===== config.mk =====
export PLATFORM = sky130hd
export DESIGN_NAME = lsdsr_top
export DESIGN_NICKNAME = d
export VERILOG_FILES = /design/src/shared/lsdsr_pkg.sv /design/src/rtl/lsdsr_top.sv
export VERILOG_INCLUDE_DIRS = /design/src /design/src/shared
export SDC_FILE = /design/constraint.sdc
export NUM_CORES = 1
export LEC_CHECK = 0
export BUFFER_PORTS_ARGS = -buffer_cell sky130_fd_sc_hd__buf_2
export CAP_MARGIN = 25
export CORE_MARGIN = 10
export CORE_UTILIZATION = 55
export CTS_CLUSTER_SIZE = 14
export DETAILED_ROUTE_END_ITERATION = 7
export GPL_TIMING_DRIVEN = 0
export PLACE_DENSITY = 0.76
export SLEW_MARGIN = 20
export SYNTH_ARGS = -nofsm -noshare
export SYNTH_HDL_FRONTEND = slang
export SYNTH_SLANG_ARGS = --single-unit
export TNS_END_PERCENT = 30

===== constraint.sdc =====
create_clock -name clk -period 2.2 [get_ports clk]
set_clock_uncertainty 0.1 [all_clocks]
set_input_delay 0.11 -clock clk [delete_from_list [all_inputs] [get_ports clk]]
set_output_delay 0.11 -clock clk [all_outputs]
set_load 0.05 [all_outputs]

===== src/shared/lsdsr_cfg.svh =====
// constants for the long serial delay shift register
`ifndef LSDSR_CFG_SVH
`define LSDSR_CFG_SVH
`define LSDSR_STAGES 200
`define LSDSR_SYNC_RST 6'h00
`define LSDSR_PIN_SEL 0
`define LSDSR_PIN_SCLK 1
`define LSDSR_PIN_PH1 2
`define LSDSR_PIN_PH2 3
`define LSDSR_PIN_DIN 4
`define LSDSR_PIN_PRE 5
`define LSDSR_BUF_DEPTH 2'h2
`define LSDSR_PRESET_ONES 1'h1
`endif


===== src/shared/lsdsr_pkg.sv =====
// types for the long serial delay shift register
package lsdsr_pkg;
  typedef enum logic [1:0] {
    LSDSR_RUN,
    LSDSR_PRESET
  } lsdsr_state_t;
endpackage : lsdsr_pkg


===== src/rtl/lsdsr_top.sv =====
// long serial delay shift register with single or two-phase shift clocking
`include "lsdsr_cfg.svh"
`timescale 1ns/1ps
`default_nettype none
module lsdsr_top #(
  parameter int STAGES = `LSDSR_STAGES
) (
  // clock, reset, enable
  input wire logic clk,
  input wire logic rst,
  input wire logic clk_en,
  // pins from the driving party
  input wire logic clock_phase_select,
  input wire logic single_phase_shift_clock,
  input wire logic phase_one_clock,
  input wire logic phase_two_clock,
  input wire logic serial_in,
  // preset request, value chosen by preset_ones
  input wire logic preset_req,
  input wire logic preset_ones,
  // serial output through a two-entry buffer
  output logic serial_out,
  output logic serial_out_valid,
  input wire logic serial_out_ready,
  output logic shift_stall,
  // delayed clocks for a cascaded register
  output logic delayed_phase_one_out,
  output logic delayed_phase_two_out
);
  localparam int CW = $clog2(STAGES + 1);
  // two-flop synchronisers for every pin but preset_req and serial_out_ready
  logic [5:0] pin_s1_q;
  logic [5:0] pin_s2_q;
  wire [5:0] pin_raw = {preset_ones, serial_in, phase_two_clock, phase_one_clock,
                        single_phase_shift_clock, clock_phase_select};
  always_ff @(posedge clk) begin
    if (rst) begin
      pin_s1_q <= `LSDSR_SYNC_RST;
      pin_s2_q <= `LSDSR_SYNC_RST;
    end else if (clk_en) begin
      pin_s1_q <= pin_raw;
      pin_s2_q <= pin_s1_q;
    end
  end
  wire mode_two = pin_s2_q[`LSDSR_PIN_SEL];
  wire sp_clk_raw = pin_s2_q[`LSDSR_PIN_SCLK];
  wire ph1 = pin_s2_q[`LSDSR_PIN_PH1];
  wire ph2 = pin_s2_q[`LSDSR_PIN_PH2];
  wire din = pin_s2_q[`LSDSR_PIN_DIN];
  wire pre_val = pin_s2_q[`LSDSR_PIN_PRE];
  // internal pull-down active in two-phase mode
  wire sp_clk = sp_clk_raw & ~mode_two;
  // derived phases: single clock high is phase one, low is phase two
  wire int_ph1 = mode_two ? ph1 : sp_clk;
  wire int_ph2 = mode_two ? ph2 : ~sp_clk;
  logic ph1_q;
  always_ff @(posedge clk) begin
    if (rst) ph1_q <= 1'h0;
    else if (clk_en) ph1_q <= int_ph1;
  end
  // one rising edge of phase one (or the single clock) means one shift
  wire shift_edge = int_ph1 & ~ph1_q;
  // output buffer
  logic [1:0] buf_q;
  logic [1:0] cnt_q;
  wire buf_full = (cnt_q == `LSDSR_BUF_DEPTH);
  lsdsr_pkg::lsdsr_state_t state_q;
  wire pop = serial_out_valid & serial_out_ready;
  // a full buffer holds the chain; a dropped edge is the cost of no lost word
  wire do_shift = shift_edge & ~buf_full & (state_q == lsdsr_pkg::LSDSR_RUN);
  // chain and preset sequencer
  logic [STAGES-1:0] chain_q;
  logic [CW-1:0] fill_q;
  logic [CW-1:0] pre_cnt_q;
  logic pre_bit_q;
  wire pre_done = (pre_cnt_q == CW'(STAGES - 1));
  always_ff @(posedge clk) begin
    if (rst) begin
      state_q <= lsdsr_pkg::LSDSR_RUN;
      pre_cnt_q <= '0;
      pre_bit_q <= 1'h0;
    end else if (clk_en) begin
      unique case (state_q)
        lsdsr_pkg::LSDSR_RUN: if (preset_req) begin
          state_q <= lsdsr_pkg::LSDSR_PRESET;
          pre_cnt_q <= '0;
          pre_bit_q <= pre_val;
        end
        lsdsr_pkg::LSDSR_PRESET: begin
          pre_cnt_q <= pre_cnt_q + CW'(1);
          if (pre_done) state_q <= lsdsr_pkg::LSDSR_RUN;
        end
      endcase
    end
  end
  wire in_pre = (state_q == lsdsr_pkg::LSDSR_PRESET);
  always_ff @(posedge clk) begin
    if (rst) begin
      chain_q <= '0;
      fill_q <= '0;
    end else if (clk_en) begin
      if (in_pre) begin
        // ripple the preset level one stage per cycle
        chain_q <= {chain_q[STAGES-2:0], pre_bit_q};
      end else if (do_shift) begin
        chain_q <= {chain_q[STAGES-2:0], din};
        if (fill_q != CW'(STAGES)) fill_q <= fill_q + CW'(1);
      end
    end
  end
  // last stage leaves on each shift once the chain has filled
  wire push = do_shift & (fill_q == CW'(STAGES));
  wire last_bit = chain_q[STAGES-1];
  always_ff @(posedge clk) begin
    if (rst) begin
      buf_q <= 2'h0;
      cnt_q <= 2'h0;
    end else if (clk_en) begin
      if (pop) begin
        buf_q[0] <= buf_full ? buf_q[1] : last_bit;
      end else if (push && cnt_q == 2'h0) begin
        buf_q[0] <= last_bit;
      end
      if (push && (cnt_q - 2'(pop)) == 2'h1) buf_q[1] <= last_bit;
      cnt_q <= cnt_q + 2'(push) - 2'(pop);
    end
  end
  assign serial_out = buf_q[0];
  // outputs from flops
  logic valid_q;
  logic stall_q;
  logic d1_q;
  logic d2_q;
  always_ff @(posedge clk) begin
    if (rst) begin
      valid_q <= 1'h0;
      stall_q <= 1'h0;
      d1_q <= 1'h0;
      d2_q <= 1'h0;
    end else if (clk_en) begin
      valid_q <= (cnt_q + 2'(push) - 2'(pop)) != 2'h0;
      stall_q <= ((cnt_q + 2'(push) - 2'(pop)) == `LSDSR_BUF_DEPTH) | in_pre;
      d1_q <= int_ph1;
      d2_q <= int_ph2;
    end
  end
  assign serial_out_valid = valid_q;
  assign shift_stall = stall_q;
  assign delayed_phase_one_out = d1_q;
  assign delayed_phase_two_out = d2_q;
endmodule : lsdsr_top
`default_nettype wire


==> out/metrics.cfg, run 1 <==
[run_status]
status=finished with violations
violations=negative setup slack

[layout]
n_antenna_cell=0
area_growth_pct=14.0
fin_area_mm2=0.0106
fin_nets=1183
fillCellCount=1407
drive_gt1_frac=0.0898
utilization=0.638
instances_no_fill=1401

[critical_path]
path_class=reg -> reg
path_max_fanout=4
cp.arrival_ns=2.67
crit_path_start_kind=flop
end_kind=flop
crit_required_ns=2.54

[grt]
grt_pass1_wl_um=34500
antenna_found_initial=0
grt_pass1_vias=7374
grt-ovfl-total=0
grt_usage=0.175
grt_max_degree=14

[timing]
fmaxAchievable_ghz=0.430
finalMaxSlewViolations=0
worst_pin_slew_ns=0.727
hold_viol_final=0
timing.slew.headroom=0.515
period_minus_slack_ns=2.32
worst_slack_ns=-0.125
fin_crit_sh=1.06
setup_violations=3
rsz0062_at_grt=yes
fin_hold_ws_ns=0.0341
final.setup.tns_ns=-0.173

[route]
drt-total-wl_um=20000
first_pass_iters=5
vias=8160
routed_via_density=5.82
drt-initial-drc-count=766
postRouteAntennaNets=0
wl_per_cell_um=14.3
drc=0

[synthesis]
synth.top_cells.by_count=dfxtp_1, a21oi_1, nand3_1
synth_fp_nets=1130
ys_seq_area_frac=0.514
synth.most_common_cell=dfxtp_1
synth-edff-count=0
synthFlopType=dfxtp_1
yosys_warnings=0
netlist_instances=1113
netlist_area_mm2=0.00928
yosys-top-cells-area=dfxtp_1, a21oi_1, nand3_1
ys_seq_elements=238
synthArstFlopShare=0
yosys.area.top_type=dfxtp_1
synth.distinct_cells=41
yosys.area.top_type_share=0.514
synth.avg_cell_area_um2=8.34

[run]
drv_cap=0

[cts]
cts-root-buf=clkbuf_16
clock_path_buffers=3
cts_tree=yes
clk_pin_slew_ns=0.06
cts.htree.levels=1
cts_made_buffers=25
clkLatencyLatePin_ns=0.51
cts_sinks=238

[min_path]
min_path_type=in -> reg

[floorplanning]
rows=47
dieWidth_um=150
num_io_pins=16
core_mm2=0.0166
start_util=0.559
die_area_mm2=0.0225
die_h_um=150

[placed_design]
placed_cell_area_mm2=0.00966
dp_cells=1347
place.gp.congestion=0.775
hpwl_um=12300
io_buffers=14

[power_and_ir_drop]
cellPowerDensity_mw_per_mm2=847
p_leak_nw=3.37
ir_worst_vdd_mv=0.737

worst max-delay path, stage by stage, from the launching register on:
cell      delay, ns
dfxtp_2        0.33
inv_2          0.07
ha_4           0.12
nor4bb_4       0.19
and4b_2        0.31
nand3_2        0.10
ha_4           0.29
inv_2          0.04
ha_4           0.15
xor3_1         0.19
nand2_1        0.07
o22a_1         0.23
nor2_1         0.08
flip-flops by register name, summed over array words and instances (netlist names):
name,count
chain_q,200
fill_q,8
pre_cnt_q,8
pin_s1_q,6
pin_s2_q,6
buf_q,2
cnt_q,2
delayed_phase_one_out,1
delayed_phase_two_out,1
pre_bit_q,1
serial_out_valid,1
shift_stall,1
state_q,1
power by group:
group / internal [mW] / switching (mW) / leakage (nW)
combinational: 0.133 / 0.464 / 1.08
clock: 2.38 / 1.63 / 0.379
sequential: 4.33 / 0.0143 / 1.92
per-layer routing:
metal,vias to the layer above,global-route usage,share of wire
met5,-,0,0
met4,0,0.0447,0.016
met3,33,0.0275,0.039
met2,154,0.274,0.46
met1,3887,0.246,0.49
li1,4086,-,-
final timing paths:
| path | cells past startpoint | startpoint | slack (ns) | endpoint |
|---|---|---|---|---|
| worst max-delay path | 12 | fill_q[0]$_SDFFE_PP0P_ | -0.12 | shift_stall$_SDFFE_PP0P_ |
| worst min-delay path | 4 | clk_en | 0.03 | state_q[0]$_SDFFE_PP0P_ |
| worst max register to register | 12 | fill_q[0]$_SDFFE_PP0P_ | -0.12 | shift_stall$_SDFFE_PP0P_ |
| worst min register to register | 2 | chain_q[158]$_SDFFE_PP0P_ | 0.36 | chain_q[159]$_SDFFE_PP0P_ |
logic make-up (layout without fill, tap and decap cells):
group,Yosys count,in the layout,synth area share
fa+ha+maj,6,6,0.00809
compound gates,437,437,0.243
simple gates,277,277,0.148
flops,238,238,0.514
mux,17,17,0.0190
buf+inv,129,197,0.0583
xor+xnor,9,9,0.0101
stage by stage:
step / power, mW / setup WS, ns
finish: 8.95 / -0.125
global route: 9.26 / -0.252
CTS: 9.01 / -0.114
detailed placement: 5.01 / -0.254
global placement: 5.01 / -0.213
floorplan: 4.84 / -0.0297
timing repair:
item                                    CTS  global route
resized for setup                         5             1
endpoints found under the setup margin    4            59
hold buffers                              8             0
pin swaps                                 3             3
buffers inserted                          2             2
endpoints found under the hold margin    13             0
area by class of cell:
type                            count  area, µm²  share of cell area
Sequential cell                   238       4770               0.451
Multi-Input combinational cell    746       4040               0.382
Clock buffer                       34        679              0.0643
Buffer                            118        499              0.0472
Tap cell                          220        275              0.0260
Timing Repair Buffer               26        180              0.0170
Clock inverter                      8       96.3             0.00911
Inverter                           11       41.3             0.00390
placed cells by master (no fill, tap or decap), types with 4 or more instances in the layout:
cell type | netlist | layout
o21ai_1 | 48 | 48
inv_1 | 11 | 8
xnor2_1 | 7 | 7
dlygate4sd3_1 | 0 | 8
dfxtp_1 | 238 | 236
clkinv_2 | 0 | 4
nor3_1 | 5 | 5
clkbuf_1 | 73 | 80
o21ai_0 | 161 | 161
nor2_1 | 31 | 31
buf_1 | 8 | 8
buf_2 | 33 | 47
mux2i_1 | 15 | 15
buf_4 | 4 | 8
nand3_1 | 210 | 209
a21oi_1 | 215 | 214
clkbuf_16 | 0 | 25
nand2_1 | 11 | 11
No activity file was read; power rests on OpenSTA's default activity.
==> run 2, diff against run 1 <==
ABC_AREA = 1   (was not set)
CTS_BUF_LIST = sky130_fd_sc_hd__clkbuf_4   (was not set)
==> run 2 against run 1 <==
  * Design area is 6.8% lower
  * The run now ends clean
  * Register-to-register slack better by 0.27 ns
  * Critical path type is now in -> reg
  * Clock power is 15% lower
  * Critical endpoint is now pin_s1_q[0]$_SDFFE_PP0P_
  * Via count is 13% lower
  * Cell count is 3.0% higher
  * Wire length is 22% lower
  * Sequential cell count stayed put
  * Clock-buffer cell count is 45 higher
  * Die area is 5.5% lower
  * Total power is 3.5% higher
  * Fmax is 12% higher
==> out/metrics.cfg, run 2 <==
[run_status]
status=finished, final reports clean

[layout]
reg_top3=chain_q: 200 flops, fill_q: 8 flops, pre_cnt_q: 8 flops
largest_reg_flops=200  ; unchanged
seq_area_mm2=0.00476  ; about the same
final_common_cell=nor2_1
drive_gt1_frac=0.116  ; +0.0264
top_register=chain_q
final_cell_mix=nor2_1, dfxtp_1, o21ai_0
fin_nets=1225  ; +3.6%
multiInputGateArea_mm2=0.00339  ; -16%
area_growth_pct=13.3
fillCellCount=1367  ; -2.8%
utilization=0.641  ; +0.00324

[critical_path]
crit_required_ns=2.69  ; +0.15 ns
end_kind=flop
rr_worst_depth=11  ; -1
path_class=in -> reg
r2r-start=fill_q[0]$_SDFFE_PP0P_
slowest_stage=dlygate4sd3_1
path_max_fanout=10  ; +6
r2r-end=shift_stall$_SDFFE_PP0P_
crit_buf_inv=6  ; +4
crit_path_start_kind=input pin
cpLargestDelayFamily=buffers and inverters
path_cells=dlygate4sd3_1, buf_2, inv_1, clkbuf_2, clkbuf_1, o21ai_0, nor2_1, dlygate4sd3_1
r2r_slack_ns=0.15  ; +0.27 ns
cp.arrival_ns=2.57  ; -0.10 ns
cp_slowest_stage_delay_ns=0.57  ; +0.24 ns
worst_path_most_repeated_cell=dlygate4sd3_1

[synthesis]
synth-edff-count=0  ; unchanged
synth.distinct_cells=27  ; -34%
netlist_area_mm2=0.00869  ; -6.3%
synth.most_common_cell=nor2_1
synth.avg_cell_area_um2=7.77  ; -6.8%
synthMuxAreaShare=0  ; -0.0190
ys_seq_area_frac=0.548  ; +0.0347
netlist_instances=1119  ; +0.54%
synth_fp_nets=1136  ; +0.53%
yosys_warnings=0  ; unchanged
synthFlopType=dfxtp_1
synth_compound_gate_area_share=0.147  ; -0.0956
synth_top_family_by_area=simple AND/OR/NAND/NOR gates
ys_seq_elements=238  ; unchanged
synthArstFlopShare=0  ; unchanged
yosys.area.top_type=dfxtp_1
synth_simple_gate_area_frac=0.228  ; +0.0798
yosys.area.top_type_share=0.548  ; +0.0347
yosys-top-cells-area=dfxtp_1, nor2_1, o21ai_0
yosys.area_share.adder=0.00864  ; +0.000546
synthXorXnorAreaFrac=0.00504  ; -0.00508
synth.top_cells.by_count=nor2_1, dfxtp_1, o21ai_0

[timing]
fin_crit_sh=0.944  ; -0.112
rsz0062_at_grt=no
worst_pin_slew_ns=0.514  ; -0.213 ns
timing.slew.headroom=0.657  ; +0.142
finalMaxSlewViolations=0  ; unchanged
period_minus_slack_ns=2.08  ; -0.247 ns
hold_viol_final=0  ; unchanged
setup_violations=0  ; -3
fmaxAchievable_ghz=0.481  ; +12%
final.setup.tns_ns=0  ; +0.173 ns

[placed_design]
io_buffers=15  ; +1
hpwl_um=9890  ; -20%
place.gp.congestion=0.840  ; +8.4%

[cts]
cts-root-buf=clkbuf_4
cts_sinks=238  ; unchanged
cts.htree.levels=2  ; +1
cts_tree=yes
clock_path_buffers=3  ; unchanged
clkLatencyLatePin_ns=0.66  ; +0.15 ns
cts_made_buffers=57  ; +130%
clk_pin_slew_ns=0.07  ; about the same

[floorplanning]
num_io_pins=16  ; unchanged
die_h_um=146  ; -2.8%
dieWidth_um=146  ; -2.8%
die_area_mm2=0.0212  ; -5.5%
rows=45  ; -4.3%
start_util=0.565  ; +0.00595
core_mm2=0.0154  ; -7.3%

[power_and_ir_drop]
ir_worst_vdd_mv=0.377  ; -49%
p_leak_nw=3.99  ; +18%
cellPowerDensity_mw_per_mm2=941  ; +11%

[grt]
grt_pass1_wl_um=28200  ; -18%
grt_pass1_vias=6620  ; -10%
antenna_found_initial=1  ; +1
grt-ovfl-total=0  ; unchanged
grt_usage=0.149  ; -0.0261
grt_max_degree=16  ; +2

[route]
drt-initial-drc-count=406  ; -47%
drc=0  ; unchanged
vias=7114  ; -13%
drt-total-wl_um=15700  ; -22%
first_pass_iters=5  ; unchanged
wl_per_cell_um=10.9  ; -24%
postRouteAntennaNets=0  ; unchanged
routed_via_density=4.93  ; -15%

[min_path]
whs_path_depth=3  ; -1
hold_path_end=serial_out_valid$_SDFFE_PP0P_
min_path_type=in -> reg
hp-start=rst

[run]
drv_cap=0  ; unchanged

run 2: cell types whose count changed in the layout (fill, tap and decap cells not counted), sizes merged, moves of 4 or more:
cell and delta:
nor2 +404, clkbuf +8, mux2i -15, o21ai +14
nor3 +4, buf -12, nand3 -195, xnor2 -4
dlygate4sd3 +7, nand2 +33, inv +24, clkinv -4
a21oi -189
run 2: worst max-delay path by stage:
stage	depth (start not counted)	startpoint	endpoint
finish	8	rst	pin_s1_q[0]$_SDFFE_PP0P_
detailed placement	11	fill_q[0]$_SDFFE_PP0P_	shift_stall$_SDFFE_PP0P_
CTS	8	rst	pin_s1_q[1]$_SDFFE_PP0P_
floorplan	10	delayed_phase_one_out$_SDFFE_PP0P_	serial_out_valid$_SDFFE_PP0P_
global placement	11	fill_q[0]$_SDFFE_PP0P_	shift_stall$_SDFFE_PP0P_
global route	11	fill_q[0]$_SDFFE_PP0P_	cnt_q[1]$_SDFFE_PP0P_
run 2: cell type report:
class                   count  share of cell area
diodes                      1            0.000254
repair buffers             30              0.0229
multi-input cells         774               0.344
inverters                  35              0.0136
clock inverters             3             0.00648
well taps                 211              0.0268
plain buffers              72              0.0420
clock buffers              79              0.0602
flip-flops and latches    238               0.484
run 2: power by group:
group / internal, mW / switching (mW) / leakage (nW)
logic: 0.408 / 0.625 / 1.65
registers: 4.68 / 0.167 / 1.95
clock network: 1.84 / 1.55 / 0.396
total: 6.93 / 2.34 / 3.99
run 2: timing repair:
item                       4_1_cts  5_1_grt
hold buffers                    15        0
hold endpoints to repair        58        0
setup endpoints to repair        0        8
buffers inserted                 0        0
resized for setup                0        4
run 2: metrics by stage:
stage / power [mW] / setup slack [ns] / std cells / cell area [µm²] / hold WS (ns)
5_1_grt: 9.85 / 0.00565 / 1443 / 9850 / 0.0726
6_report: 9.27 / 0.122 / 1443 / 9850 / 0.0942
2_1_floorplan: 5.72 / 0.279 / 1119 / 8690 / 0.0794
3_3_place_gp: 5.92 / 0.142 / 1345 / 9030 / 0.226
3_5_place_dp: 5.95 / 0.0655 / 1345 / 9030 / 0.225
4_1_cts: 9.40 / 0.0324 / 1442 / 9840 / 0.0531
run 2: cells by family (layout without fill, tap and decap cells):
logic type	count (synthesis)	after routing
AOI/OAI and AO/OA	252	252
xor gates and xnor gates	5	5
adders and majority gates	6	6
buffers and inverters	107	219
DFF	238	238
other	0	1
and+or+nand+nor	511	511
run 2: layer usage:
metal / up-vias / part of all wire / track usage
met4: 0 / 0.019 / 0.0642
met3: 31 / 0.043 / 0.0366
li1: 3784 / - / -
met1: 3204 / 0.49 / 0.185
met5: - / 0 / 0
met2: 95 / 0.45 / 0.240
run 2: worst min-delay path, delay by kind of cell:
family,cells,cell delay (ns)
buffers and inverters,2,0.65
AOI/OAI and AO/OA,1,0.04
==> run 3, diff against run 2 <==
CAP_MARGIN = 20   (was 25)
PLACE_DENSITY = 0.73   (was 0.76)
clock period = 1.95 ns   (was 2.2 ns; I/O delays follow)
==> run 3 against run 2 <==
  * Sequential power up 13%
  * Largest power group unchanged
  * Critical path depth up 2
  * Cell count up 1.4%
  * Combinational power up 15%
  * Clock power up 23%
  * Sequential share of layout area down 0.65 points
  * Global-route usage up 0.11 points
  * Sequential cell count unchanged
  * First-iteration DRC count down 17%
  * Wire length up 3.1%
  * Via count up 1.1%
  * The flow now finishes with violations (negative setup slack)
==> out/metrics.cfg, run 3 (synthesis gave the netlist of run 2 again) <==
[floorplanning]
dieWidth_um=146  ; unchanged
die_area_mm2=0.0212  ; unchanged
die_h_um=146  ; unchanged
start_util=0.565  ; unchanged
rows=45  ; unchanged
core_mm2=0.0154  ; unchanged
num_io_pins=16  ; unchanged

[grt]
grt_pass1_vias=6510  ; -1.7%
antenna_found_initial=1  ; unchanged
grt_pass1_wl_um=28200  ; -0.22%
grt_usage=0.150  ; +0.00110
grt-ovfl-total=0  ; unchanged
grt_max_degree=16  ; unchanged

[route]
routed_via_density=4.92  ; -0.26%
first_pass_iters=5  ; unchanged
wl_met1_um=7800  ; +1.6%
dr_wl_met3_um=674  ; +0.75%
drc=0  ; unchanged
postRouteAntennaNets=0  ; unchanged
drt-initial-drc-count=336  ; -17%
drt-total-wl_um=16200  ; +3.1%
routed-wl-met2_um=7290  ; +3.1%
highest_layer=met4
wl_per_cell_um=11.1  ; +1.7%
vias=7194  ; +1.1%

[cts]
cts_sinks=238  ; unchanged
clk_pin_slew_ns=0.07  ; about the same
cts-root-buf=clkbuf_4
cts.htree.levels=2  ; unchanged
cts_made_buffers=59  ; +3.5%
clkLatencyLatePin_ns=0.68  ; +0.02 ns
clock_path_buffers=3  ; unchanged
cts_tree=yes

[timing]
hold_viol_final=0  ; unchanged
worst_pin_slew_ns=0.658  ; +0.144 ns
fin_crit_sh=1.00
timing.slew.headroom=0.561  ; -0.0957
setup_violations=1  ; +1
worst_slack_ns=-0.00910  ; -0.131 ns
finalMaxSlewViolations=0  ; unchanged
fmaxAchievable_ghz=0.510
final.setup.tns_ns=-0.00910  ; -0.00910 ns
period_minus_slack_ns=1.96
rsz0062_at_grt=yes

[placed_design]
io_buffers=15  ; unchanged
pre_cts_ws_ns=-0.107  ; -0.173 ns
place.gp.congestion=0.786  ; -6.5%
dp_cells=1345  ; unchanged
hpwl_um=9840  ; -0.52%

[min_path]
whs_path_depth=3  ; unchanged
min_path_type=in -> reg

[layout]
reg_top3=chain_q: 200 flops, fill_q: 8 flops, pre_cnt_q: 8 flops
fillCellCount=1361  ; -0.44%
area_growth_pct=15.0
largest_reg_flops=200  ; unchanged
final_cell_mix=nor2_1, dfxtp_1, o21ai_0
instances_no_fill=1463  ; +1.4%
fin_nets=1230  ; +0.41%
final_common_cell=nor2_1
multiInputGateArea_mm2=0.00340  ; +0.26%
drive_gt1_frac=0.130  ; +0.0141
top_register=chain_q
seq_area_mm2=0.00477  ; about the same

[run_status]
violations=negative setup slack
status=finished with violations

[critical_path]
crit_path_start_kind=flop
cp.arrival_ns=2.47  ; -0.10 ns
path_max_fanout=3  ; -7
end_kind=flop
crit_required_ns=2.46  ; -0.23 ns
path_class=reg -> reg
rr_worst_depth=10  ; -1

[power_and_ir_drop]
p_leak_nw=4.06  ; +1.7%
cellPowerDensity_mw_per_mm2=1080  ; +15%
ir_worst_vdd_mv=0.706  ; +87%

[run]
drv_cap=0  ; unchanged

run 3: final cells by class:
| class | count | area share |
|---|---|---|
| plain buffers | 71 | 0.0409 |
| repair buffers | 34 | 0.0258 |
| well taps | 211 | 0.0264 |
| diodes | 1 | 0.000250 |
| inverters | 35 | 0.0134 |
| clock buffers | 89 | 0.0669 |
| multi-input cells | 774 | 0.340 |
| clock inverters | 10 | 0.00902 |
| flip-flops and latches | 238 | 0.477 |
run 3: worst paths after layout:
check / slack [ns] / endpoint / startpoint
worst max register to register: -0.009 / shift_stall$_SDFFE_PP0P_ / fill_q[0]$_SDFFE_PP0P_
worst min register to register: 0.36 / pin_s2_q[3]$_SDFFE_PP0P_ / pin_s2_q[3]$_SDFFE_PP0P_
worst max-delay path: -0.009 / shift_stall$_SDFFE_PP0P_ / fill_q[0]$_SDFFE_PP0P_
worst min-delay path: 0.06 / serial_out_valid$_SDFFE_PP0P_ / rst
run 3: through the flow:
stage / hold WS, ns / total power, mW / utilization / cell area [µm²]
final: 0.0570 / 10.8 / 0.650 / 9990
after global placement: 0.206 / 6.68 / 0.587 / 9030
after detailed placement: 0.210 / 6.71 / 0.587 / 9030
after floorplan: 0.0669 / 6.46 / - / 8690
after CTS: 0.0320 / 11.0 / 0.650 / 9990
after global routing: 0.0579 / 11.4 / 0.650 / 9990
run 3: critical path, stage by stage, from the launching register on:
cell	delay, ns
dfxtp_2	0.33
inv_2	0.05
ha_2	0.16
nand3_1	0.08
nor2_2	0.13
nand3_1	0.09
ha_1	0.27
inv_1	0.06
ha_2	0.27
nand3b_1	0.18
a21oi_2	0.15
run 3: metal layers:
metal / up-vias / track usage
met5: - / 0
met4: 0 / 0.0779
met3: 40 / 0.0360
met2: 114 / 0.239
met1: 3218 / 0.185
li1: 3822 / -
run 3: power breakdown:
group	internal, mW	switching, mW	leakage (nW)	total, mW
combinational	0.466	0.709	1.66	1.18
clock	2.31	1.86	0.453	4.17
sequential	5.28	0.189	1.95	5.47
total	8.06	2.76	4.06	10.8
run 3: what timing repair did:
action / CTS / global route
endpoints found under the setup margin: 4 / 5
buffers inserted: 3 / 0
hold buffers: 16 / 0
resized for setup: 9 / 1
hold endpoints to repair: 73 / 0
pin swaps: 3 / 1
